`src/inc/esmc_defines.svh`:
```
// constants for the external static memory controller
`ifndef ESMC_DEFINES_SVH
`define ESMC_DEFINES_SVH

// -----------------------------------------------------------------
// system address decode
// -----------------------------------------------------------------
`define ESMC_REGION_HI      31
`define ESMC_REGION_LO      29
`define ESMC_REGION_CODE    3'h2
`define ESMC_BANK_HI        28
`define ESMC_BANK_LO        26
`define ESMC_NUM_BANKS      8
`define ESMC_ADDR_W         24
`define ESMC_PAGE_LO        4

// -----------------------------------------------------------------
// per-bank configuration field widths
// -----------------------------------------------------------------
`define ESMC_WAIT_W         5
`define ESMC_IDLE_W         4
`define ESMC_WIDTH_W        2

// -----------------------------------------------------------------
// timing
// -----------------------------------------------------------------
`define ESMC_SYNC_LAT       6'h03
`define ESMC_CNT_W          6

`endif

```
`src/inc/esmc_pkg.sv`:
```
// types for the external static memory controller
package esmc_pkg;

   typedef enum logic [1:0] {
      ESMC_W8  = 2'h0,
      ESMC_W16 = 2'h1,
      ESMC_W32 = 2'h2
   } esmc_width_t;

   typedef enum {
      ESMC_IDLE,
      ESMC_TURN,
      ESMC_STROBE,
      ESMC_HOLD
   } esmc_state_t;

endpackage : esmc_pkg

```
`src/hw/esmc_sync.sv`:
```
// two-stage synchroniser for the external data bus
`timescale 1ns/10ps

module esmc_sync (
   input  wire logic        clk,
   input  wire logic        resetn,
   input  wire logic [31:0] async_in,
   output logic      [31:0] sync_out
);

   logic [31:0] meta_q;
   logic [31:0] sync_q;

   // first stage feeds only the second stage
   always_ff @(posedge clk or negedge resetn) begin
      if (!resetn) begin
         meta_q <= 32'h0;
         sync_q <= 32'h0;
      end else begin
         meta_q <= async_in;
         sync_q <= meta_q;
      end
   end

   assign sync_out = sync_q;

endmodule : esmc_sync

```
`src/hw/esmc_ctrl.sv`:
```
// external static memory controller: system request to external bus cycles
//
// Overview of operation
// - eight banks, each configured on its own, each at most 16 MB.
// - one select output per bank, polarity per bank high or low.
// - address is external only when bits 31 to 29 equal 010.
// - bits 28 to 26 pick the bank, 000 bank 0 up to 111 bank 7.
// - bits 25 and 24 are ignored, so nonzero values mirror the bank.
// - bits 23 to 2 drive the 24-bit external address bus; bits 1 and 0 come from the beat.
// - each bank's data width is 8, 16 or 32 bits.
// - separate read and write wait states, up to 31, per bank.
// - turnaround idle cycles programmable from one to 16.
// - a write after a read to the same bank waits the idle cycles.
// - burst banks use separate first and following access wait counts.
// - burst reads switched on or off per bank.
// - page-mode reads for unclocked memories.
// - four byte lane selects; option decides their use on reads.
// - write strobe low only on writes, output enable low only on reads.
// - data bus driven on writes, sampled on reads, released otherwise.
`timescale 1ns/10ps
`include "esmc_defines.svh"

module esmc_ctrl
   import esmc_pkg::*;
(
   input  wire logic        clk,
   input  wire logic        resetn,
   // system side
   input  wire logic        sys_req,
   input  wire logic        sys_write,
   input  wire logic [31:0] sys_addr,
   input  wire logic [3:0]  sys_byte_en,
   input  wire logic [31:0] sys_wdata,
   output logic             sys_ready,
   output logic             sys_error,
   output logic             sys_wait,
   output logic [31:0]      sys_rdata,
   // per-bank configuration, bank n in slice n
   input  wire logic [7:0]  cfg_select_pol,
   input  wire logic [15:0] cfg_data_width,
   input  wire logic [39:0] cfg_read_wait,
   input  wire logic [39:0] cfg_write_wait,
   input  wire logic [39:0] cfg_burst_wait,
   input  wire logic [31:0] cfg_turnaround_idle_cycles,
   input  wire logic [7:0]  cfg_burst_en,
   input  wire logic [7:0]  cfg_write_protect,
   input  wire logic [7:0]  cfg_read_lanes_en,
   // external bus
   output logic [7:0]       bank_select_out,
   output logic [3:0]       byte_lane_select_out_n,
   output logic             ext_write_strobe_n,
   output logic             ext_output_enable_n,
   output logic [23:0]      ext_address_bus,
   output logic [31:0]      ext_data_bus_out,
   output logic             ext_data_bus_oe_n,
   input  wire logic [31:0] ext_data_bus_in
);

   // -----------------------------------------------------------------
   // helpers
   // -----------------------------------------------------------------
   function automatic logic [1:0] last_beat(input esmc_width_t w);
      case (w)
         ESMC_W8:  last_beat = 2'h3;
         ESMC_W16: last_beat = 2'h1;
         default:  last_beat = 2'h0;
      endcase
   endfunction : last_beat

   // byte lanes that a beat covers, in system byte order
   function automatic logic [3:0] beat_lanes(input esmc_width_t w, input logic [1:0] b);
      case (w)
         ESMC_W8:  beat_lanes = 4'h1 << b;
         ESMC_W16: beat_lanes = b[0] ? 4'hc : 4'h3;
         default:  beat_lanes = 4'hf;
      endcase
   endfunction : beat_lanes

   // strobe count minus one; reads also cover the synchroniser latency
   function automatic logic [`ESMC_CNT_W-1:0] strobe_len(input logic wr, input logic [4:0] ws);
      strobe_len = wr ? {1'b0, ws} : {1'b0, ws} + `ESMC_SYNC_LAT;
   endfunction : strobe_len

   // -----------------------------------------------------------------
   // state
   // -----------------------------------------------------------------
   esmc_state_t             st_q, st_d;
   logic [23:0]             addr_q;
   logic [2:0]              bank_q;
   logic                    we_q;
   logic [3:0]              be_q;
   logic [31:0]             wdata_q;
   esmc_width_t             width_q;
   logic [1:0]              beat_q;
   logic                    seq_q;
   logic [`ESMC_CNT_W-1:0]  cnt_q;
   logic [31:0]             rdata_q;
   logic                    ready_q;
   logic                    error_q;
   logic                    wait_q;
   logic                    last_rd_q;
   logic                    last_valid_q;
   logic [2:0]              last_bank_q;
   logic [19:0]             last_page_q;
   logic [31:0]             din_sync;

   logic [7:0]              cs_q;
   logic [3:0]              bls_n_q;
   logic                    we_n_q;
   logic                    oe_n_q;
   logic [23:0]             ext_addr_q;
   logic [31:0]             dout_q;
   logic                    doe_n_q;

   // -----------------------------------------------------------------
   // request decode
   // -----------------------------------------------------------------
   wire         take        = (st_q == ESMC_IDLE) && sys_req && !ready_q;
   wire         in_region   = sys_addr[`ESMC_REGION_HI:`ESMC_REGION_LO]
                              == `ESMC_REGION_CODE;
   wire [2:0]   req_bank    = sys_addr[`ESMC_BANK_HI:`ESMC_BANK_LO];
   // bits 25:24 never reach the bus, so they mirror the bank
   wire [23:0]  req_addr    = sys_addr[`ESMC_ADDR_W-1:0];
   wire         req_prot    = sys_write && cfg_write_protect[req_bank];
   wire         req_reject  = !in_region || req_prot;
   wire [3:0]   req_idle    = cfg_turnaround_idle_cycles[req_bank*4 +: 4];
   // idle cycles before a write that follows a read, or on a bank change after a read
   wire         need_turn   = last_valid_q && last_rd_q
                              && (sys_write || req_bank != last_bank_q);
   // next read inside the page just read counts as a following access
   wire         req_seq     = last_valid_q && last_rd_q && !sys_write
                              && cfg_burst_en[req_bank] && req_bank == last_bank_q
                              && req_addr[23:`ESMC_PAGE_LO] == last_page_q;
   // a direct start times from the request, the latched fields are still stale
   wire [4:0]   req_wait    = sys_write ? cfg_write_wait[req_bank*5 +: 5]
                              : req_seq ? cfg_burst_wait[req_bank*5 +: 5]
                              : cfg_read_wait[req_bank*5 +: 5];

   // -----------------------------------------------------------------
   // per-beat values of the latched access
   // -----------------------------------------------------------------
   wire [4:0]   rd_wait_b   = cfg_read_wait[bank_q*5 +: 5];
   wire [4:0]   wr_wait_b   = cfg_write_wait[bank_q*5 +: 5];
   wire [4:0]   bu_wait_b   = cfg_burst_wait[bank_q*5 +: 5];
   wire         burst_b     = cfg_burst_en[bank_q];
   wire [4:0]   rd_wait_sel = seq_q ? bu_wait_b : rd_wait_b;
   wire [`ESMC_CNT_W-1:0] strobe_cnt = strobe_len(we_q,
                              we_q ? wr_wait_b : rd_wait_sel);
   wire [3:0]   lanes       = beat_lanes(width_q, beat_q);
   wire         last_b      = beat_q == last_beat(width_q);
   wire         cnt_zero    = cnt_q == '0;

   wire [23:0]  beat_addr   = (width_q == ESMC_W8)  ? {addr_q[23:2], beat_q} :
                              (width_q == ESMC_W16) ? {addr_q[23:2], beat_q[0], 1'b0} :
                              {addr_q[23:2], 2'h0};
   wire [31:0]  beat_wdata  = (width_q == ESMC_W8)  ? {24'h0, wdata_q[beat_q*8 +: 8]} :
                              (width_q == ESMC_W16) ? {16'h0, wdata_q[beat_q[0]*16 +: 16]} :
                              wdata_q;
   wire [3:0]   beat_be     = (width_q == ESMC_W8)  ? {3'h0, |(be_q & lanes)} :
                              (width_q == ESMC_W16) ? {2'h0, beat_q[0] ? be_q[3:2] : be_q[1:0]} :
                              be_q;
   wire [31:0]  rd_merge    = (width_q == ESMC_W8)
                              ? ({24'h0, din_sync[7:0]} << (beat_q * 8))
                              : (width_q == ESMC_W16)
                              ? ({16'h0, din_sync[15:0]} << (beat_q[0] * 16))
                              : din_sync;
   wire [31:0]  lane_mask   = {{8{lanes[3]}}, {8{lanes[2]}}, {8{lanes[1]}}, {8{lanes[0]}}};

   // -----------------------------------------------------------------
   // next state
   // -----------------------------------------------------------------
   always_comb begin
      st_d = st_q;
      case (st_q)
         ESMC_IDLE: begin
            if (take && !req_reject) begin
               st_d = need_turn ? ESMC_TURN : ESMC_STROBE;
            end
         end
         ESMC_TURN: begin
            if (cnt_zero) begin
               st_d = ESMC_STROBE;
            end
         end
         ESMC_STROBE: begin
            if (cnt_zero) begin
               st_d = last_b ? ESMC_IDLE : ESMC_HOLD;
            end
         end
         default: begin
            st_d = ESMC_STROBE;
         end
      endcase
   end

   // -----------------------------------------------------------------
   // sequencer
   // -----------------------------------------------------------------
   always_ff @(posedge clk or negedge resetn) begin
      if (!resetn) begin
         st_q <= ESMC_IDLE;
         wait_q <= 1'b0;
         cnt_q <= '0;
         beat_q <= 2'h0;
      end else begin
         st_q <= st_d;
         wait_q <= st_d != ESMC_IDLE;
         if (take && need_turn) begin
            cnt_q <= {2'h0, req_idle};
         end else if (take) begin
            cnt_q <= strobe_len(sys_write, req_wait);
         end else if (st_q != st_d && st_d == ESMC_STROBE) begin
            cnt_q <= strobe_cnt;
         end else if (!cnt_zero) begin
            cnt_q <= cnt_q - 1'b1;
         end
         if (st_q == ESMC_IDLE) begin
            beat_q <= 2'h0;
         end else if (st_q == ESMC_STROBE && cnt_zero) begin
            beat_q <= beat_q + 1'b1;
         end
      end
   end

   // the first beat of a direct start counts from the latch cycle below
   always_ff @(posedge clk or negedge resetn) begin
      if (!resetn) begin
         addr_q <= 24'h0;
         bank_q <= 3'h0;
         we_q <= 1'b0;
         be_q <= 4'h0;
         wdata_q <= 32'h0;
         width_q <= ESMC_W8;
         seq_q <= 1'b0;
      end else if (take) begin
         addr_q <= req_addr;
         bank_q <= req_bank;
         we_q <= sys_write;
         be_q <= sys_byte_en;
         wdata_q <= sys_wdata;
         width_q <= esmc_width_t'(cfg_data_width[req_bank*2 +: 2]);
         seq_q <= req_seq;
      end else if (st_q == ESMC_STROBE && cnt_zero) begin
         seq_q <= burst_b;
      end
   end

   // -----------------------------------------------------------------
   // answer to the system side
   // -----------------------------------------------------------------
   always_ff @(posedge clk or negedge resetn) begin
      if (!resetn) begin
         ready_q <= 1'b0;
         error_q <= 1'b0;
         rdata_q <= 32'h0;
         last_rd_q <= 1'b0;
         last_valid_q <= 1'b0;
         last_bank_q <= 3'h0;
         last_page_q <= 20'h0;
      end else begin
         ready_q <= (take && req_reject)
                    || (st_q == ESMC_STROBE && cnt_zero && last_b);
         error_q <= take && req_reject;
         if (take) begin
            rdata_q <= 32'h0;
         end else if (st_q == ESMC_STROBE && cnt_zero && !we_q) begin
            rdata_q <= (rdata_q & ~lane_mask) | (rd_merge & lane_mask);
         end
         if (st_q == ESMC_STROBE && cnt_zero && last_b) begin
            last_rd_q <= !we_q;
            last_valid_q <= 1'b1;
            last_bank_q <= bank_q;
            last_page_q <= addr_q[23:`ESMC_PAGE_LO];
         end
      end
   end

   // -----------------------------------------------------------------
   // external bus outputs, registered one cycle behind the sequencer
   // -----------------------------------------------------------------
   wire         on_bus     = st_q == ESMC_STROBE || st_q == ESMC_HOLD;
   wire         strobe     = st_q == ESMC_STROBE;
   wire [7:0]   cs_act     = on_bus ? (8'h1 << bank_q) : 8'h0;
   wire [7:0]   cs_d       = ~(cs_act ^ cfg_select_pol);
   wire [3:0]   bls_act    = we_q ? beat_be
                             : (cfg_read_lanes_en[bank_q] ? 4'hf : 4'h0);
   wire [3:0]   bls_n_d    = strobe ? ~bls_act : 4'hf;

   always_ff @(posedge clk or negedge resetn) begin
      if (!resetn) begin
         cs_q <= 8'h0;
         bls_n_q <= 4'hf;
         we_n_q <= 1'b1;
         oe_n_q <= 1'b1;
         ext_addr_q <= 24'h0;
         dout_q <= 32'h0;
         doe_n_q <= 1'b1;
      end else begin
         cs_q <= cs_d;
         bls_n_q <= bls_n_d;
         we_n_q <= !(strobe && we_q);
         oe_n_q <= !(strobe && !we_q);
         if (on_bus) begin
            ext_addr_q <= beat_addr;
         end
         dout_q <= beat_wdata;
         // held over the hold gap so the bus stays driven between beats of a write
         doe_n_q <= !(on_bus && we_q);
      end
   end

   esmc_sync u_sync (
      .clk      (clk),
      .resetn   (resetn),
      .async_in (ext_data_bus_in),
      .sync_out (din_sync)
   );

   assign sys_ready              = ready_q;
   assign sys_error              = error_q;
   assign sys_rdata              = rdata_q;
   assign sys_wait               = wait_q;
   assign bank_select_out        = cs_q;
   assign byte_lane_select_out_n = bls_n_q;
   assign ext_write_strobe_n     = we_n_q;
   assign ext_output_enable_n    = oe_n_q;
   assign ext_address_bus        = ext_addr_q;
   assign ext_data_bus_out       = dout_q;
   assign ext_data_bus_oe_n      = doe_n_q;

endmodule : esmc_ctrl

```
`config.mk`:
```
export PLATFORM = sky130hd
export DESIGN_NAME = esmc_ctrl
export DESIGN_NICKNAME = d
export VERILOG_FILES = /design/src/inc/esmc_pkg.sv /design/src/hw/esmc_sync.sv /design/src/hw/esmc_ctrl.sv
export VERILOG_INCLUDE_DIRS = /design/src /design/src/inc
export SDC_FILE = /design/constraint.sdc
export NUM_CORES = 1
export LEC_CHECK = 0
export ABC_AREA = 1
export BUFFER_PORTS_ARGS = -buffer_cell sky130_fd_sc_hd__buf_2
export CAP_MARGIN = 15
export CORE_UTILIZATION = 50
export CTS_CLUSTER_DIAMETER = 30
export DETAILED_ROUTE_END_ITERATION = 7
export HOLD_SLACK_MARGIN = 0.1
export PLACE_DENSITY = 0.77
export SLEW_MARGIN = 0
export SYNTH_ARGS = -nofsm -noshare
export SYNTH_HDL_FRONTEND = slang
export SYNTH_SLANG_ARGS = --single-unit
```
`constraint.sdc`:
```
create_clock -name clk -period 5.06 [get_ports clk]
set_clock_uncertainty 0.15 [all_clocks]
set_input_delay 0.506 -clock clk [delete_from_list [all_inputs] [get_ports clk]]
set_output_delay 0.506 -clock clk [all_outputs]
set_load 0.005 [all_outputs]
```
# --- After elaboration in Yosys (flattened, before gate mapping) ---
# Cells that the tools add are included.
# W data, S select, Z words.
word_totals:
  reg_bits: 302
  input_bits: 304
op_classes:
  n_mux: 46
  n_shift: 14
  eq_ne: 13
  n_reduce_logical: 40
  add_sub_neg: 4
  n_mul: 2
  bitwise_logic: 8
  magnitude_cmp: 2
op_table:
  columns: ["op", "count"]
  rows:
  - ["$mux W32", 9]
  - ["$shiftx A40 B7 Y5", 6]
  - ["$eq A32 B3 Y1 const B", 3]
  - ["$pmux W32 S3", 1]
  - ["$and A32 B32 Y32", 2]
  - ["$logic_not A32 Y1", 2]
  - ["$mux W6", 6]
  - ["$eq A32 B1 Y1 const B", 1]
  - ["$eq A32 B2 Y1 const B", 1]
  - ["$ne A32 B32 Y1", 1]
  - ["$not A32 Y32", 1]
  - ["$or A32 B32 Y32", 1]
  - ["$reduce_bool A32 Y1", 1]
  - ["$shiftx A32 B6 Y16", 1]
  - ["$shiftx A32 B6 Y4", 1]
  - ["$shiftx A32 B6 Y8", 1]
  - ["$shl A16 B5 Y32", 1]
  - ["$shl A8 B5 Y32", 1]
  - ["$mux W4", 6]
  - ["$eq A20 B20 Y1", 1]
  - ["$mux W5", 4]
  - ["$logic_and A1 B1 Y1", 19]
  - ["$shiftx A16 B5 Y2", 1]
  - ["$mux W2", 7]
  - ["other kinds (28)", 51]

# --- Depth between registers and ports, before layout ---
# Gate-level depths: netlist (run 1).
logic_depth:
  word_depth: 13
  depth_mapped: 24
  ltp_nobuf: 23

# --- By module ---
# From an unflattened synthesis (run 1), not the netlist that was laid out.
hier_totals:
  cells_unflattened: 1945
  area_unflattened_um2: 15293.4
by_module_without_submodules:
  columns: ["mod", "cells_each", "instances", "area_each_um2", "seq_area_each_um2"]
  rows:
  - ["esmc_ctrl", 1881, 1, 13691.9, 5914.4]
  - ["esmc_sync", 64, 1, 1601.5, 1601.5]

# --- Least setup slack after synthesis (run 1) ---
# Ideal clock, no wire load.
synth_timing:
  path_type: "input to register"
  startpoint: "input port sys_addr[27]"
  endpoint: "register cnt_q[4]"
  path_slack_ns: 2.252
  cell_stages: 22
  t_arrival_ns: 2.580
  setup_time_ns: 0.077
  path_cell_list: "buf_4 > inv_2 > buf_6 > nand3_1 > nand3_1 > nand2_1 > nand3_1 > nor2_4 > buf_6 > nand2_1 > nand3_1 > nand2_1 > nand3_1 > nand3_1 > nand2_1 > inv_1 > ha_1 > nor2_1 > nand3_1 > o21ai_0 > nand3_1 > a21oi_1"
synth_between:
  elab_chain_len: 13
  word_cells_on_any_way: 34
  cone_classes: "1 x add/sub; 1 x mul; 5 x eq/ne; 3 x shift; 13 x mux; 11 x reduce/logical"
synth_lines:
  columns: ["element", "line", "source"]
  rows:
  - ["start: declaration", "esmc_ctrl.sv:31", "input wire logic [31:0] sys_addr,"]
  - ["parallel branches: the longest is 13 deep, another holds $mul A3 B3 Y6", null, null]
  - ["end signal: assignment", "esmc_ctrl.sv:209", "cnt_q <= {2'h0, req_idle};"]
  - ["end signal: assignment", "esmc_ctrl.sv:211", "cnt_q <= strobe_len(sys_write, req_wait);"]
  - ["end signal: assignment", "esmc_ctrl.sv:213", "cnt_q <= strobe_cnt;"]
  - ["end: declaration", "esmc_ctrl.sv:96", "logic [`ESMC_CNT_W-1:0] cnt_q;"]
# Several ways; the timed one is not identified. The select of a mux whose other input is x is not followed.
# A chain may end at the register's enable or synchronous reset.

# --- Worst setup path in the final report (run 1) ---
layout_timing:
  startpoint: "input port sys_addr[5]"
  endpoint: "register cnt_q[4]"
layout_between:
  elab_chain_len: 8
layout_lines:
  columns: ["element", "line", "source"]
  rows:
  - ["$eq A20 B20 Y1 (*)", "esmc_ctrl.sv:133", "&& req_addr[23:`ESMC_PAGE_LO] == last_page_q;"]
  - ["$logic_and A1 B1 Y1 (*)", "esmc_ctrl.sv:131", "wire req_seq = last_valid_q && last_rd_q && !sys_write"]
  - ["$mux W5 (*)", "esmc_ctrl.sv:136", ": req_seq ? cfg_burst_wait[req_bank*5 +: 5]"]
  - ["$mux W5 (*)", "esmc_ctrl.sv:135", "wire [4:0] req_wait = sys_write ? cfg_write_wait[req_bank*5 +: 5]"]
  - ["$add A5 B2 Y6 (no line)", null, null]
  - ["$mux W6 (no line) (*)", null, null]
  - ["$mux W6 (*)", "esmc_ctrl.sv:210", "end else if (take) begin"]
  - ["$mux W6 (*)", "esmc_ctrl.sv:208", "if (take && need_turn) begin"]
# Every way passes the cells marked *; elsewhere a longest branch is shown, timed or not.

==> results.txt, run 1 <==
The flow ran to the end, and the final reports show no timing, DRC or antenna violations. The initial antenna violation count is 11. The peak supply drop came out at 0.323 mV. The clock latency of the later-clocked register in the worst-skew pair came out at 0.57 ns. The number of max-cap violations is 0.

After layout, the design draws a total of 6710 uW. The post-cts repair resize count came out at 0. The total wire length after detailed routing came out at approximately 54,000 um. The share of the cycle needed by the critical path after routing came out at 0.749. Clock-pin slew was measured on the worst setup and hold paths at about 0.050 ns. The global placer's final weighted congestion came out at 0.924.

Setup repair after global routing left no endpoint under its margin. The hold violation total from the final report is 0. Setup violations remaining at the end of the flow were counted as 0.

The clock buffer count from CTS came out at 54. During I/O placement, the number of pins put on the boundary was 410. The portion of synthesized cell area occupied by the leading cell type came out at 0.483. The number of port buffers came out at 405. At the end of the flow, the number of nets in the layout was 2,741.

At the pin with the least slew margin, the transition time is 0.974 ns. The overall track demand over capacity in global routing came out at 0.343. At the worst endpoint, the arrival time is 4.11 ns.

Subtracting the final worst setup slack from the clock period gives 3.79 ns. The initial standard-cell utilization of the core came out at 0.511. For this design, the CTS-stage hold fixing added 92 buffers.

The kind of start point of the critical path is an input port. The via count of the first global-routing pass came to 15,400. The detailed placement HPWL came out at 34,500 um. The area growth from synthesis to layout is 34.5%.

The maximum number of buffers from clock root to sink is 3. The fraction of final layout cells sized beyond drive strength 1 came out at 0.236. TritonCTS built the clock tree.

In this run the worst setup path begins at sys_addr[5]. The number of design-rule violations left by the first detailed-router iteration came out at 1,599. The maximum frequency from static timing analysis is 264 MHz. In this run, distinct cell masters in the synthesized netlist total 59. After synthesis, the cell types taking the most area are sky130_fd_sc_hd__dfrtp_1, sky130_fd_sc_hd__nand2_1, sky130_fd_sc_hd__o21ai_0.

The power per cell area came out at 329 nW/um^2. At the placement stage, the worst setup path has a slack of approximately 1.0 ns. The worst hold path begins at sys_addr[12]. The clock tree synthesis step divided the H-tree into 2 levels. The total of flip-flops plus latches after synthesis is 300.

Using the TritonRoute via totals, the vias-per-cell ratio works out to 5.51. In this run the remaining antenna-violating nets after routing total 0. Among all flip-flop cells after synthesis, the most frequent one is sky130_fd_sc_hd__dfrtp_1. The total negative slack is 0 ns. The remaining max-slew budget at the tightest pin is 0.349. The wire length of the first global-routing pass is 82,300 um. The setup path with the least slack is of type input port to flop. The minimum setup slack in the final design is between 1 and 1.5 ns. The worst hold path class is input port to flop. In this run the worst path has a maximum fanout of 26. In this run the clock root is driven by a sky130_fd_sc_hd__clkbuf_16. After synthesis the cells add up to 15,200 um^2.

The die extent in x came out at 176 um. The beginning of the worst register-to-register path is beat_q[0]$_DFFE_PN0P_. In the routed design, unresolved DRC markers number 0. The count of pins over their slew limit came out at 0. The average wire length per cell after detail routing is 18.8 um. The sequential share of the synthesized area is 0.495. The count of clock tree sinks is 300. The number of core rows came out at 63. The overall die area came out at approximately 31,000 um^2. The top cell type by total area after synthesis is sky130_fd_sc_hd__dfrtp_1. The total global routing overflow is 0. The number of enable flip-flop cells after synthesis is 0. The number of buffers added for setup after CTS came out at 0.

The leakage power came out at 0.0104 uW. The endpoint required time on the critical path is 5.38 ns. The yosys synthesis warning count is 0.

The largest net degree at the start of global routing came out at 118. In this run the mean area of a mapped cell was 7.88 um^2. The worst setup path is captured at a flop. The worst hold slack across all endpoints came out at about 0.11 ns. After technology mapping, the gate count stands at roughly 1,900.

The layout has 2,360 filler cells. Before antenna repair, the detailed router went through 6 iterations. The share of synthesized registers carrying an async set or reset is 1.00.

The total via count in the routed design is 15,800. The chip height came out at 176 um. The total area inside the core boundary comes to approximately 30,000 um^2.
-- where the power goes --
group	internal [uW]	total (uW)	switching, uW
Clock	2400	3760	1350
Combinational	216	493	276
Sequential	2450	2470	19.2
-- registers in the layout, indices dropped and copies added (netlist names), 6 cells and up --
| register | count |
|---|---|
| last_page_q | 20 |
| ext_address_bus | 24 |
| u_sync.meta_q | 32 |
| wdata_q | 32 |
| addr_q | 22 |
| u_sync.sync_out | 32 |
| bank_select_out | 8 |
| ext_data_bus_out | 32 |
| sys_rdata | 32 |
| cnt_q | 6 |
| st_q | 32 |
-- metrics by stage --
step,utilization,cells,instance area [um^2]
floorplan,-,1955,15300
global placement,0.590,2672,17500
detailed placement,0.590,2672,17500
CTS,0.686,2866,20400
global route,0.687,2873,20400
finish,0.687,2874,20400
-- routing by layer --
| layer | part of all wire | wire length (um) | GRT usage |
|---|---|---|---|
| met5 | 0.00043 | 23 | 0 |
| met4 | 0.062 | 3370 | 0.219 |
| met3 | 0.090 | 4870 | 0.0689 |
| met2 | 0.48 | 25900 | 0.568 |
| met1 | 0.37 | 19900 | 0.409 |
-- cell usage after synthesis (8+ instances only) --
master,number
sky130_fd_sc_hd__nor2_1,142
sky130_fd_sc_hd__o21ai_0,203
sky130_fd_sc_hd__dfrtp_1,293
sky130_fd_sc_hd__nand3_1,121
sky130_fd_sc_hd__inv_2,12
sky130_fd_sc_hd__buf_2,8
sky130_fd_sc_hd__nor2_2,8
sky130_fd_sc_hd__nand4_1,13
sky130_fd_sc_hd__buf_6,9
sky130_fd_sc_hd__o211ai_1,24
sky130_fd_sc_hd__clkinv_1,9
sky130_fd_sc_hd__inv_1,179
sky130_fd_sc_hd__buf_1,12
sky130_fd_sc_hd__clkbuf_1,74
sky130_fd_sc_hd__xnor2_1,8
sky130_fd_sc_hd__xor2_1,10
sky130_fd_sc_hd__o2111ai_1,10
sky130_fd_sc_hd__nand2_1,531
sky130_fd_sc_hd__o21ai_1,10
sky130_fd_sc_hd__o221ai_1,25
sky130_fd_sc_hd__a21oi_1,113
-- cell type report --
class | instances | area, um^2 | area share
repair buffers | 524 | 3170 | 0.155
inverters | 202 | 766 | 0.0375
multi-input cells | 1348 | 6520 | 0.319
diodes | 8 | 20.0 | 0.000981
clock buffers | 66 | 1450 | 0.0708
well taps | 390 | 488 | 0.0239
clock inverters | 36 | 484 | 0.0237
flip-flops and latches | 300 | 7520 | 0.368
-- worst paths after layout --
kind	slack, ns	end	depth (start not counted)
setup / recovery	1.27	cnt_q[4]$_DFFE_PN0P_	21
min in group asynchronous	0.42	addr_q[13]$_DFFE_PN0N_	2
hold / removal	0.11	addr_q[12]$_DFFE_PN0N_	3
max in group asynchronous	3.28	ext_data_bus_out[24]$_DFF_PN0_	3
setup reg to reg	1.46	sys_rdata[26]$_DFFE_PN0P_	10
hold reg to reg	0.19	u_sync.sync_out[29]$_DFF_PN0_	0
-- worst max-delay path, cell delays in order --
cell                            delay (ns)
sky130_fd_sc_hd__dlygate4sd3_1        0.54
sky130_fd_sc_hd__buf_2                0.13
sky130_fd_sc_hd__nand2_1              0.07
sky130_fd_sc_hd__nand2_1              0.06
sky130_fd_sc_hd__nor2_1               0.12
sky130_fd_sc_hd__nand2_1              0.08
sky130_fd_sc_hd__nor2_1               0.27
sky130_fd_sc_hd__nand3_1              0.22
sky130_fd_sc_hd__nor2_4               0.42
sky130_fd_sc_hd__buf_4                0.39
sky130_fd_sc_hd__o211ai_1             0.12
sky130_fd_sc_hd__nand2_1              0.07
sky130_fd_sc_hd__nand3_1              0.07
sky130_fd_sc_hd__nand3_1              0.09
sky130_fd_sc_hd__nand2_1              0.12
sky130_fd_sc_hd__ha_1                 0.20
sky130_fd_sc_hd__nor2_1               0.11
sky130_fd_sc_hd__nand3_1              0.12
sky130_fd_sc_hd__o21ai_0              0.16
sky130_fd_sc_hd__nand3_1              0.09
sky130_fd_sc_hd__a21oi_1              0.15
-- placed cells by master, fill, tap and decap left out, types with 7 or more instances in the layout --
master / n
sky130_fd_sc_hd__o211ai_1: 24
sky130_fd_sc_hd__a21oi_1: 113
sky130_fd_sc_hd__inv_6: 10
sky130_fd_sc_hd__dfstp_2: 7
sky130_fd_sc_hd__nand2_1: 531
sky130_fd_sc_hd__dfrtp_1: 293
sky130_fd_sc_hd__clkbuf_16: 54
sky130_fd_sc_hd__o21ai_1: 10
sky130_fd_sc_hd__nor2_2: 8
sky130_fd_sc_hd__o21ai_0: 203
sky130_fd_sc_hd__diode_2: 8
sky130_fd_sc_hd__ha_1: 7
sky130_fd_sc_hd__clkbuf_1: 7
sky130_fd_sc_hd__nand3_1: 121
sky130_fd_sc_hd__clkinv_1: 9
sky130_fd_sc_hd__xnor2_1: 8
sky130_fd_sc_hd__a221oi_1: 7
sky130_fd_sc_hd__dlygate4sd3_1: 92
sky130_fd_sc_hd__buf_2: 404
sky130_fd_sc_hd__inv_1: 179
sky130_fd_sc_hd__xor2_1: 10
sky130_fd_sc_hd__inv_2: 12
sky130_fd_sc_hd__a211o_1: 7
sky130_fd_sc_hd__buf_4: 26
sky130_fd_sc_hd__nand4_1: 13
sky130_fd_sc_hd__o2111ai_1: 10
sky130_fd_sc_hd__o221ai_1: 25
sky130_fd_sc_hd__nor2_1: 142
sky130_fd_sc_hd__a31oi_1: 7
sky130_fd_sc_hd__conb_1: 30
-- logic make-up after synthesis --
family                     after synthesis  share of synthesized area
xor gates and xnor gates                18                     0.0104
buffers and inverters                  307                     0.0820
DFF                                    300                      0.495
muxes                                    3                    0.00198
and+or+nand+nor                        850                      0.235
AOI/OAI and AO/OA                      440                      0.169
other                                    1                   0.000247
adders and majority gates                7                    0.00577
No activity file was read; power rests on OpenSTA's default activity.
==> run 2: changes to the inputs <==
==> constraint.sdc (replaced) <==
create_clock -name clk -period 3.6 [get_ports clk]
set_clock_uncertainty 0.15 [all_clocks]
set_input_delay 0.36 -clock clk [delete_from_list [all_inputs] [get_ports clk]]
set_output_delay 0.36 -clock clk [all_outputs]
set_load 0.005 [all_outputs]
==> results.txt, run 2 (same netlist as run 1, synthesis figures left out) <==
The worst hold path class is input port to flop (unchanged). The number of core rows is 63 (unchanged). The largest stage delay on the critical path came out at 0.88 ns (was 0.54 ns). The maximum frequency from static timing analysis is approximately 310 MHz. The slew of the pin with the lowest slew margin came out at 1.05 ns (was 0.974 ns). The most common cell after layout, fill and taps aside is sky130_fd_sc_hd__nand2_1 (unchanged).

The global placer's final weighted congestion came out at 0.934 (was 0.924). The endpoint required time on the critical path is 3.87 ns (was 5.38 ns). The worst flop-to-flop path endpoint is cnt_q[3]$_DFFE_PN0P_ (was sys_rdata[26]$_DFFE_PN0P_). The cell depth of the worst hold path came out at 5 (was 3).

The count of clock tree sinks is 300 (unchanged). The number of cells traversed by the worst register-to-register path came out at 17 (was 10). The total wire length after detailed routing is 54,100 um (about the same). The share of the core filled with cells came to 0.695 (was 0.687).

The data arrival time at the worst-slack endpoint is 3.47 ns (was 4.11 ns). The count of pins over their slew limit was 0 (unchanged). The leakage power is 0.0105 uW (was 0.0104 uW).

The largest net degree at the start of global routing is 112 (was 118). The cell type of the slowest stage on the worst timing path is sky130_fd_sc_hd__dfrtp_1 (was sky130_fd_sc_hd__dlygate4sd3_1). The family with the most delay on the worst path was simple AND/OR/NAND/NOR gates (unchanged). The hold violation total from the final report was 0 (unchanged). The total of fill cells in the finished design is 2,309 (was 2,360). Status: completed (unchanged). The number of design-rule violations left by the first detailed-router iteration is 1,504 (was 1,599).

The remaining antenna violation count came out at 0 (unchanged). The worst-case register-to-register setup slack is 0.40 ns (was 1.46 ns). The clock root buffer master is sky130_fd_sc_hd__clkbuf_16 (unchanged). The total global routing overflow came out at 0 (unchanged).

The placeable core area is 29,700 um^2 (unchanged). The number of top-level pins is 410 (unchanged). The fraction of final layout cells sized beyond drive strength 1 is 0.242 (was 0.236). The remaining max-slew budget at the tightest pin came out at 0.301 (was 0.349). The total of endpoints with negative setup slack in the final report was 0 (unchanged). List of cells traversed by the critical path: nor2_4 -> inv_2 -> nor2_1 -> nor3_2 -> nand2_1 -> nand2_1 -> nand2_1 -> o21ai_0 -> nand2_1 -> nor2_1 -> inv_2 -> nand3_4 -> inv_2 -> nand3_1 -> nand3_1 -> o21ai_1 -> a21oi_1 (was dlygate4sd3_1 -> buf_2 -> nand2_1 -> nand2_1 -> nor2_1 -> nand2_1 -> nor2_1 -> nand3_1 -> nor2_4 -> buf_4 -> o211ai_1 -> nand2_1 -> nand3_1 -> nand3_1 -> nand2_1 -> ha_1 -> nor2_1 -> nand3_1 -> o21ai_0 -> nand3_1 -> a21oi_1).

The critical path start-end classification was flop to flop (was input port to flop). The post-CTS clock slew at the launch and capture registers of the worst setup and hold paths came out at 0.05 ns (about the same). The wire length of the first global-routing pass is 83,600 um (was 82,300 um). The clock buffer count from CTS is 53 (was 54). The initial standard-cell utilization of the core came out at 0.511 (unchanged).

The critical path capture point type is a flop (unchanged). The beginning of the worst register-to-register path is width_q[1]$_DFFE_PN0N_ (was beat_q[0]$_DFFE_PN0P_). The total via count in the routed design came out at 16,000 (was 15,800). The number of max-cap violations is 0 (unchanged). The kind of start point of the critical path is a flop (was input port). RSZ-0062 raised after global routing: no (unchanged).

The detailed placement HPWL is 35,300 um (was 34,500 um). The overall track demand over capacity in global routing is 0.346 (was 0.343). The start point of the worst min-delay path is sys_addr[29] (was sys_addr[12]). The maximum fanout encountered on the critical timing path is 16 (was 26).

The peak supply drop was 0.465 mV (was 0.323 mV). The chip height is 176 um (unchanged). The total negative slack is 0 ns (unchanged).

The detailed-routing iteration count for the pre-antenna-repair pass is 6 (unchanged). The via count of the first global-routing pass came out at 15,900 (was 15,400). The number of port buffers came to 405 (unchanged).

The die extent in x is 176 um (unchanged). The clock tree from TritonCTS is yes (unchanged). The deepest level of the CTS H-tree came to 2 (unchanged). The power per cell area is 455 nW/um^2 (was 329 nW/um^2). The maximum number of buffers from clock root to sink is 3 (unchanged). The overall die area came out at 31,100 um^2 (unchanged). The net total in the final layout is 2,771 (was 2,741). Highest-count cells in the layout ignoring fill and taps: sky130_fd_sc_hd__nand2_1, sky130_fd_sc_hd__buf_2, sky130_fd_sc_hd__dfrtp_1 (unchanged). The number of design rule violations left after detail routing is 0 (unchanged). The share of the cycle needed by the critical path after routing came out at 0.890. The clock period minus worst slack is 3.20 ns. The layout overhead on the synthesized area came out at 36.2% (was 34.5%). The worst min-delay path endpoint is sys_error$_DFF_PN0_ (was addr_q[12]$_DFFE_PN0N_). The number of buffers and inverters on the critical path is 3 (unchanged). The average wire length per cell after detail routing came out at 18.7 um (was 18.8 um). The most repeated library cell on the critical path is sky130_fd_sc_hd__nand2_1.

The clock latency of the later-clocked register in the worst-skew pair came out at 0.58 ns (was 0.57 ns). The initial antenna violation count came out at 7 (was 11). The mean number of vias per cell came to 5.51 (about the same).
run 2: power by group:
| group | leakage [uW] | internal [uW] | switching, uW |
|---|---|---|---|
| clock network | 0.000919 | 3420 | 1810 |
| registers | 0.00373 | 3440 | 26.9 |
| logic | 0.00585 | 315 | 390 |
| total | 0.0105 | 7180 | 2230 |
run 2: area by class of cell:
class / instances / area, um^2 / area share
antenna: 7 / 17.5 / 0.000848
clock buffer: 64 / 1420 / 0.0686
clock inverter: 36 / 478 / 0.0231
inverter: 202 / 766 / 0.0371
multi-input combinational: 1348 / 6520 / 0.316
sequential: 300 / 7520 / 0.364
tap: 390 / 488 / 0.0236
timing repair buffer: 555 / 3460 / 0.167
run 2: routing by layer:
layer  up-vias  global-route usage  wire length [um]
li1       7372                   -                 -
met1      7490               0.419             20200
met2       932               0.579             25900
met3       207              0.0614              4750
met4         0               0.207              3270
met5         -                   0                 0
run 2: worst reg2reg max path, cell delays in order (launching register included):
cell and delay, ns:
sky130_fd_sc_hd__dfrtp_1 0.88, sky130_fd_sc_hd__nor2_4 0.10, sky130_fd_sc_hd__inv_2 0.32, sky130_fd_sc_hd__nor2_1 0.18, sky130_fd_sc_hd__nor3_2 0.24, sky130_fd_sc_hd__nand2_1 0.11, sky130_fd_sc_hd__nand2_1 0.07, sky130_fd_sc_hd__nand2_1 0.04
sky130_fd_sc_hd__o21ai_0 0.06, sky130_fd_sc_hd__nand2_1 0.07, sky130_fd_sc_hd__nor2_1 0.17, sky130_fd_sc_hd__inv_2 0.08, sky130_fd_sc_hd__nand3_4 0.14, sky130_fd_sc_hd__inv_2 0.08, sky130_fd_sc_hd__nand3_1 0.08, sky130_fd_sc_hd__nand3_1 0.09
sky130_fd_sc_hd__o21ai_1 0.14, sky130_fd_sc_hd__a21oi_1 0.07
run 2: how the worst max path moves through the flow:
| stage | start | end | slack, ns | depth (start not counted) |
|---|---|---|---|---|
| final | width_q[1]$_DFFE_PN0N_ | cnt_q[3]$_DFFE_PN0P_ | 0.40 | 17 |
| after global routing | sys_addr[11] | cnt_q[4]$_DFFE_PN0P_ | 0.05 | 23 |
| after CTS | sys_addr[22] | cnt_q[4]$_DFFE_PN0P_ | 0.33 | 20 |
| after detailed placement | sys_addr[26] | cnt_q[4]$_DFFE_PN0P_ | 0.27 | 21 |
| after global placement | sys_addr[11] | cnt_q[4]$_DFFE_PN0P_ | 0.34 | 22 |
| after floorplan | sys_addr[27] | cnt_q[4]$_DFFE_PN0P_ | 0.94 | 22 |
run 2: per-stage QoR:
| stage | hold slack, ns | total power, uW | instance area [um^2] | cells | setup WS (ns) |
|---|---|---|---|---|---|
| after floorplan | -0.0856 | 3770 | 15300 | 1955 | 0.938 |
| after global placement | 0.183 | 4120 | 17700 | 2689 | 0.344 |
| after detailed placement | 0.185 | 4130 | 17700 | 2689 | 0.269 |
| after CTS | 0.105 | 9420 | 20600 | 2888 | 0.329 |
| after global routing | 0.142 | 9690 | 20700 | 2901 | 0.0500 |
| final | 0.127 | 9410 | 20700 | 2902 | 0.396 |
run 2: what timing repair did:
| action | 4_1_cts | 5_1_grt |
|---|---|---|
| buffers inserted | 0 | 7 |
| endpoints found under the setup margin | 0 | 3 |
| gates resized for setup | 0 | 0 |
| hold buffers | 99 | 0 |
| hold endpoints to repair | 206 | 0 |
==> run 3: changes to the inputs <==
--- a/config.mk
+++ b/config.mk
@@ -6,14 +6,12 @@
 export SDC_FILE = /design/constraint.sdc
 export NUM_CORES = 1
 export LEC_CHECK = 0
-export ABC_AREA = 1
 export BUFFER_PORTS_ARGS = -buffer_cell sky130_fd_sc_hd__buf_2
 export CAP_MARGIN = 15
-export CORE_UTILIZATION = 50
+export CORE_UTILIZATION = 35
 export CTS_CLUSTER_DIAMETER = 30
 export DETAILED_ROUTE_END_ITERATION = 7
 export HOLD_SLACK_MARGIN = 0.1
-export PLACE_DENSITY = 0.77
 export SLEW_MARGIN = 0
 export SYNTH_ARGS = -nofsm -noshare
 export SYNTH_HDL_FRONTEND = slang
==> results.txt, run 3 <==
The deepest level of the CTS H-tree came out at 2 (unchanged). The net total in the final layout is 2,311 (was 2,771). The chip height is 205 um (was 176 um). The worst-case register-to-register setup slack is -0.31 ns (was 0.40 ns). The number of standard cells after synthesis is 1,416 (was 1,926).

The depth of the critical timing path with buffers and inverters included is 17 (unchanged). The worst hold path class is flop to flop (was input port to flop). The number of cells traversed by the worst register-to-register path is 17 (unchanged). The maximum number of buffers from clock root to sink came out at 3 (unchanged). The total of flip-flops plus latches after synthesis came out at 300 (unchanged). The slew of the pin with the lowest slew margin is 1.03 ns (was 1.05 ns). The number of max-cap violations is 0 (unchanged). The fraction of final layout cells sized beyond drive strength 1 came to 0.351 (was 0.242). The yosys synthesis warning count came out at 0 (unchanged). The minimum setup slack in the final design came out at -0.311 ns (was 0.396 ns). The mean number of vias per cell is 5.14 (was 5.51). The critical path capture point type is a flop (unchanged). The portion of synthesized cell area occupied by the leading cell type came out at 0.506 (was 0.483). The share of synthesized registers carrying an async set or reset is 1.00 (unchanged). The number of port buffers is 405 (unchanged). The main flop type after synthesis was sky130_fd_sc_hd__dfrtp_1 (unchanged). The detailed placement HPWL came out at 37,200 um (was 35,300 um).

The initial standard-cell utilization of the core came out at 0.355 (was 0.511). The overall die area is 42,200 um^2 (was 31,100 um^2). The total via count in the routed design came to 13,300 (was 16,000). The worst slack at placement came out at -0.449 ns (was 0.269 ns). The endpoint of the most critical setup path is cnt_q[4]$_DFFE_PN0P_ (was cnt_q[3]$_DFFE_PN0P_). The count of pins over their slew limit is 0 (unchanged).

The largest net degree at the start of global routing is 78 (was 112). The clock latency of the later-clocked register in the worst-skew pair is 0.57 ns (was 0.58 ns). The layout overhead on the synthesized area was 44.6% (was 36.2%). The number of buffers and inverters on the critical path was 5 (was 3). The total of fill cells in the finished design is 3,729 (was 2,309). The beginning of the worst register-to-register path is last_bank_q[0]$_DFFE_PN0P_ (was width_q[1]$_DFFE_PN0N_). List of cells traversed by the critical path: xor2_2 -> nor4_2 -> buf_4 -> nand4_1 -> a2111oi_4 -> buf_6 -> buf_12 -> buf_6 -> nor3_2 -> a221o_1 -> a2111oi_4 -> inv_1 -> ha_2 -> nor2_4 -> nand3_2 -> mux2_4 -> a32o_1 (was nor2_4 -> inv_2 -> nor2_1 -> nor3_2 -> nand2_1 -> nand2_1 -> nand2_1 -> o21ai_0 -> nand2_1 -> nor2_1 -> inv_2 -> nand3_4 -> inv_2 -> nand3_1 -> nand3_1 -> o21ai_1 -> a21oi_1). The maximum frequency from static timing analysis is 256 MHz (was 312 MHz). Dominant cells by area after synthesis: sky130_fd_sc_hd__dfrtp_1, sky130_fd_sc_hd__nand2_1, sky130_fd_sc_hd__mux4_2 (was sky130_fd_sc_hd__dfrtp_1, sky130_fd_sc_hd__nand2_1, sky130_fd_sc_hd__o21ai_0). The maximum fanout encountered on the critical timing path is 8 (was 16). The total negative slack came out at -1.08 ns (was 0 ns). The leakage power came out at 0.0101 uW (was 0.0105 uW).

The placeable core area is 40,800 um^2 (was 29,700 um^2). The worst setup path startpoint is last_bank_q[0]$_DFFE_PN0P_ (was width_q[1]$_DFFE_PN0N_). The number of core rows came out at 74 (was 63). The initial antenna violation count is 4 (was 7).

The number of design rule violations left after detail routing is 0 (unchanged). The clock buffer count from CTS is 59 (was 53). The wire length of the first global-routing pass is 79,200 um (was 83,600 um).

The endpoint required time on the critical path is 3.90 ns (was 3.87 ns). The multi-input combinational cell area was 6800 um^2 (was 6520 um^2). The data arrival time at the worst-slack endpoint is 4.21 ns (was 3.47 ns).

The count of clock tree sinks is 300 (unchanged). The cell with the most instances after synthesis is sky130_fd_sc_hd__nand2_1 (unchanged). The netlist area before placement came out at 14,500 um^2 (was 15,200 um^2). The kind of start point of the critical path is a flop (unchanged). The remaining antenna violation count was 0 (unchanged). The number of enable flip-flop cells after synthesis came out at 0 (unchanged). The detailed-routing iteration count for the pre-antenna-repair pass is 5 (was 6).

The critical path start-end classification is flop to flop (unchanged). The start point of the worst min-delay path is u_sync.meta_q[13]$_DFF_PN0_ (was sys_addr[29]). The top cell type by total area after synthesis is sky130_fd_sc_hd__dfrtp_1 (unchanged). The number of top-level pins was 410 (unchanged). The most common cell after layout, fill and taps aside was sky130_fd_sc_hd__buf_2 (was sky130_fd_sc_hd__nand2_1). The total of endpoints with negative setup slack in the final report came out at 5 (was 0). The total global routing overflow is 0 (unchanged). The average wire length per cell after detail routing is 20.2 um (was 18.7 um). The share of the cycle needed by the critical path after routing is 1.09 (was 0.890). The total wire length after detailed routing is 52,200 um (was 54,100 um).

The cell type of the slowest stage on the worst timing path was sky130_fd_sc_hd__dfrtp_1 (unchanged). The synthesized area per cell came out at 10.2 um^2 (was 7.88 um^2). Most numerous cell types in the synthesized netlist: sky130_fd_sc_hd__nand2_1, sky130_fd_sc_hd__dfrtp_1, sky130_fd_sc_hd__nor2_1 (was sky130_fd_sc_hd__nand2_1, sky130_fd_sc_hd__dfrtp_1, sky130_fd_sc_hd__o21ai_0). The via count of the first global-routing pass is 13,600 (was 15,900). The remaining max-slew budget at the tightest pin came to 0.310 (was 0.301). The number of design-rule violations left by the first detailed-router iteration came out at 933 (was 1,504).

The peak supply drop is 0.420 mV (was 0.465 mV). Status: finished with violations (was completed). The largest stage delay on the critical path came to 0.40 ns (was 0.88 ns).

The distinct cell type count after synthesis came out at 66 (was 59). The overall track demand over capacity in global routing is 0.246 (was 0.346). The power per cell area came out at 480 nW/um^2 (was 455 nW/um^2). The sequential share of the synthesized area came out at 0.519 (was 0.495).

The final reports fail on negative setup slack. Highest-count cells in the layout ignoring fill and taps: sky130_fd_sc_hd__buf_2, sky130_fd_sc_hd__nand2_1, sky130_fd_sc_hd__dfrtp_1 (was sky130_fd_sc_hd__nand2_1, sky130_fd_sc_hd__buf_2, sky130_fd_sc_hd__dfrtp_1). The global placer's final weighted congestion is 0.926 (was 0.934). The family with the most delay on the worst path is compound AO/OA/AOI/OAI gates (was simple AND/OR/NAND/NOR gates). The die extent in x was 205 um (was 176 um). RSZ-0062 raised after global routing: yes (was no). The clock root buffer master is sky130_fd_sc_hd__clkbuf_16 (unchanged). The combined flip-flop and latch cell area came to 7520 um^2 (about the same). The post-CTS clock slew at the launch and capture registers of the worst setup and hold paths came to 0.05 ns (about the same). The hold violation total from the final report is 0 (unchanged). The clock period minus worst slack came out at 3.91 ns (was 3.20 ns). The worst flop-to-flop path endpoint was cnt_q[4]$_DFFE_PN0P_ (was cnt_q[3]$_DFFE_PN0P_). The clock tree from TritonCTS is yes (unchanged).
[run 3: cell count changes after synthesis, moves of 23 or more]
cell / before / now
sky130_fd_sc_hd__nand2_1: 531 / 321
sky130_fd_sc_hd__inv_1: 179 / 20
sky130_fd_sc_hd__mux2_2: 0 / 34
sky130_fd_sc_hd__nand3_1: 121 / 21
sky130_fd_sc_hd__mux4_2: 0 / 45
sky130_fd_sc_hd__mux2i_1: 3 / 48
sky130_fd_sc_hd__o21ai_0: 203 / 61
sky130_fd_sc_hd__a21oi_1: 113 / 48
sky130_fd_sc_hd__nor2_1: 142 / 119
sky130_fd_sc_hd__o221ai_1: 25 / 0
[run 3: cell families after synthesis]
family,count (synthesis),synth area share
simple gates,577,0.171
flops,300,0.519
compound gates,245,0.116
mux,128,0.130
buf+inv,115,0.0315
xor+xnor,43,0.0260
fa+ha+maj,7,0.00605
other cells,1,0.000259
[run 3: how the worst min path moves through the flow]
stage | to | cells past startpoint
floorplan | addr_q[10]$_DFFE_PN0N_ | 0
global placement | u_sync.sync_out[27]$_DFF_PN0_ | 0
detailed placement | u_sync.sync_out[13]$_DFF_PN0_ | 0
CTS | u_sync.sync_out[31]$_DFF_PN0_ | 0
global route | u_sync.sync_out[15]$_DFF_PN0_ | 0
finish | u_sync.sync_out[13]$_DFF_PN0_ | 0
[run 3: where the power goes]
part,total [uW],internal [uW],switching [uW]
Sequential,3480,3450,34.0
Clock,5730,3780,1950
Combinational,831,421,409
[run 3: per-layer routing]
metal / wire length (um) / GRT usage
met2: 25200 / 0.410
met1: 21900 / 0.322
met4: 1730 / 0.0910
met5: 13 / 0
met3: 3300 / 0.0398
[run 3: area by class of cell]
type / instances / share of cell area
timing repair buffer: 588 / 0.179
sequential: 300 / 0.359
clock inverter: 45 / 0.0276
clock buffer: 66 / 0.0737
tap: 532 / 0.0318
inverter: 21 / 0.00377
antenna: 3 / 0.000359
multi-input combinational: 1030 / 0.325
[run 3: repair_timing]
item,CTS,global route
pin swaps,6,11
hold buffers,100,0
buffers inserted,4,3
setup endpoints to repair,5,7
resized for setup,8,16
gates cloned,1,0
endpoints found under the hold margin,171,0
[run 3: through the flow]
step                hold WS (ns)  total power (uW)  instance area, um^2  utilization  std cells
floorplan                -0.0856              3830                14700            -       1445
global placement           0.182              4240                17600        0.431       2363
detailed placement         0.185              4250                17600        0.431       2363
CTS                        0.193             10100                20800        0.510       2579
global route               0.202             10400                20900        0.513       2585
finish                     0.195             10000                20900        0.513       2585
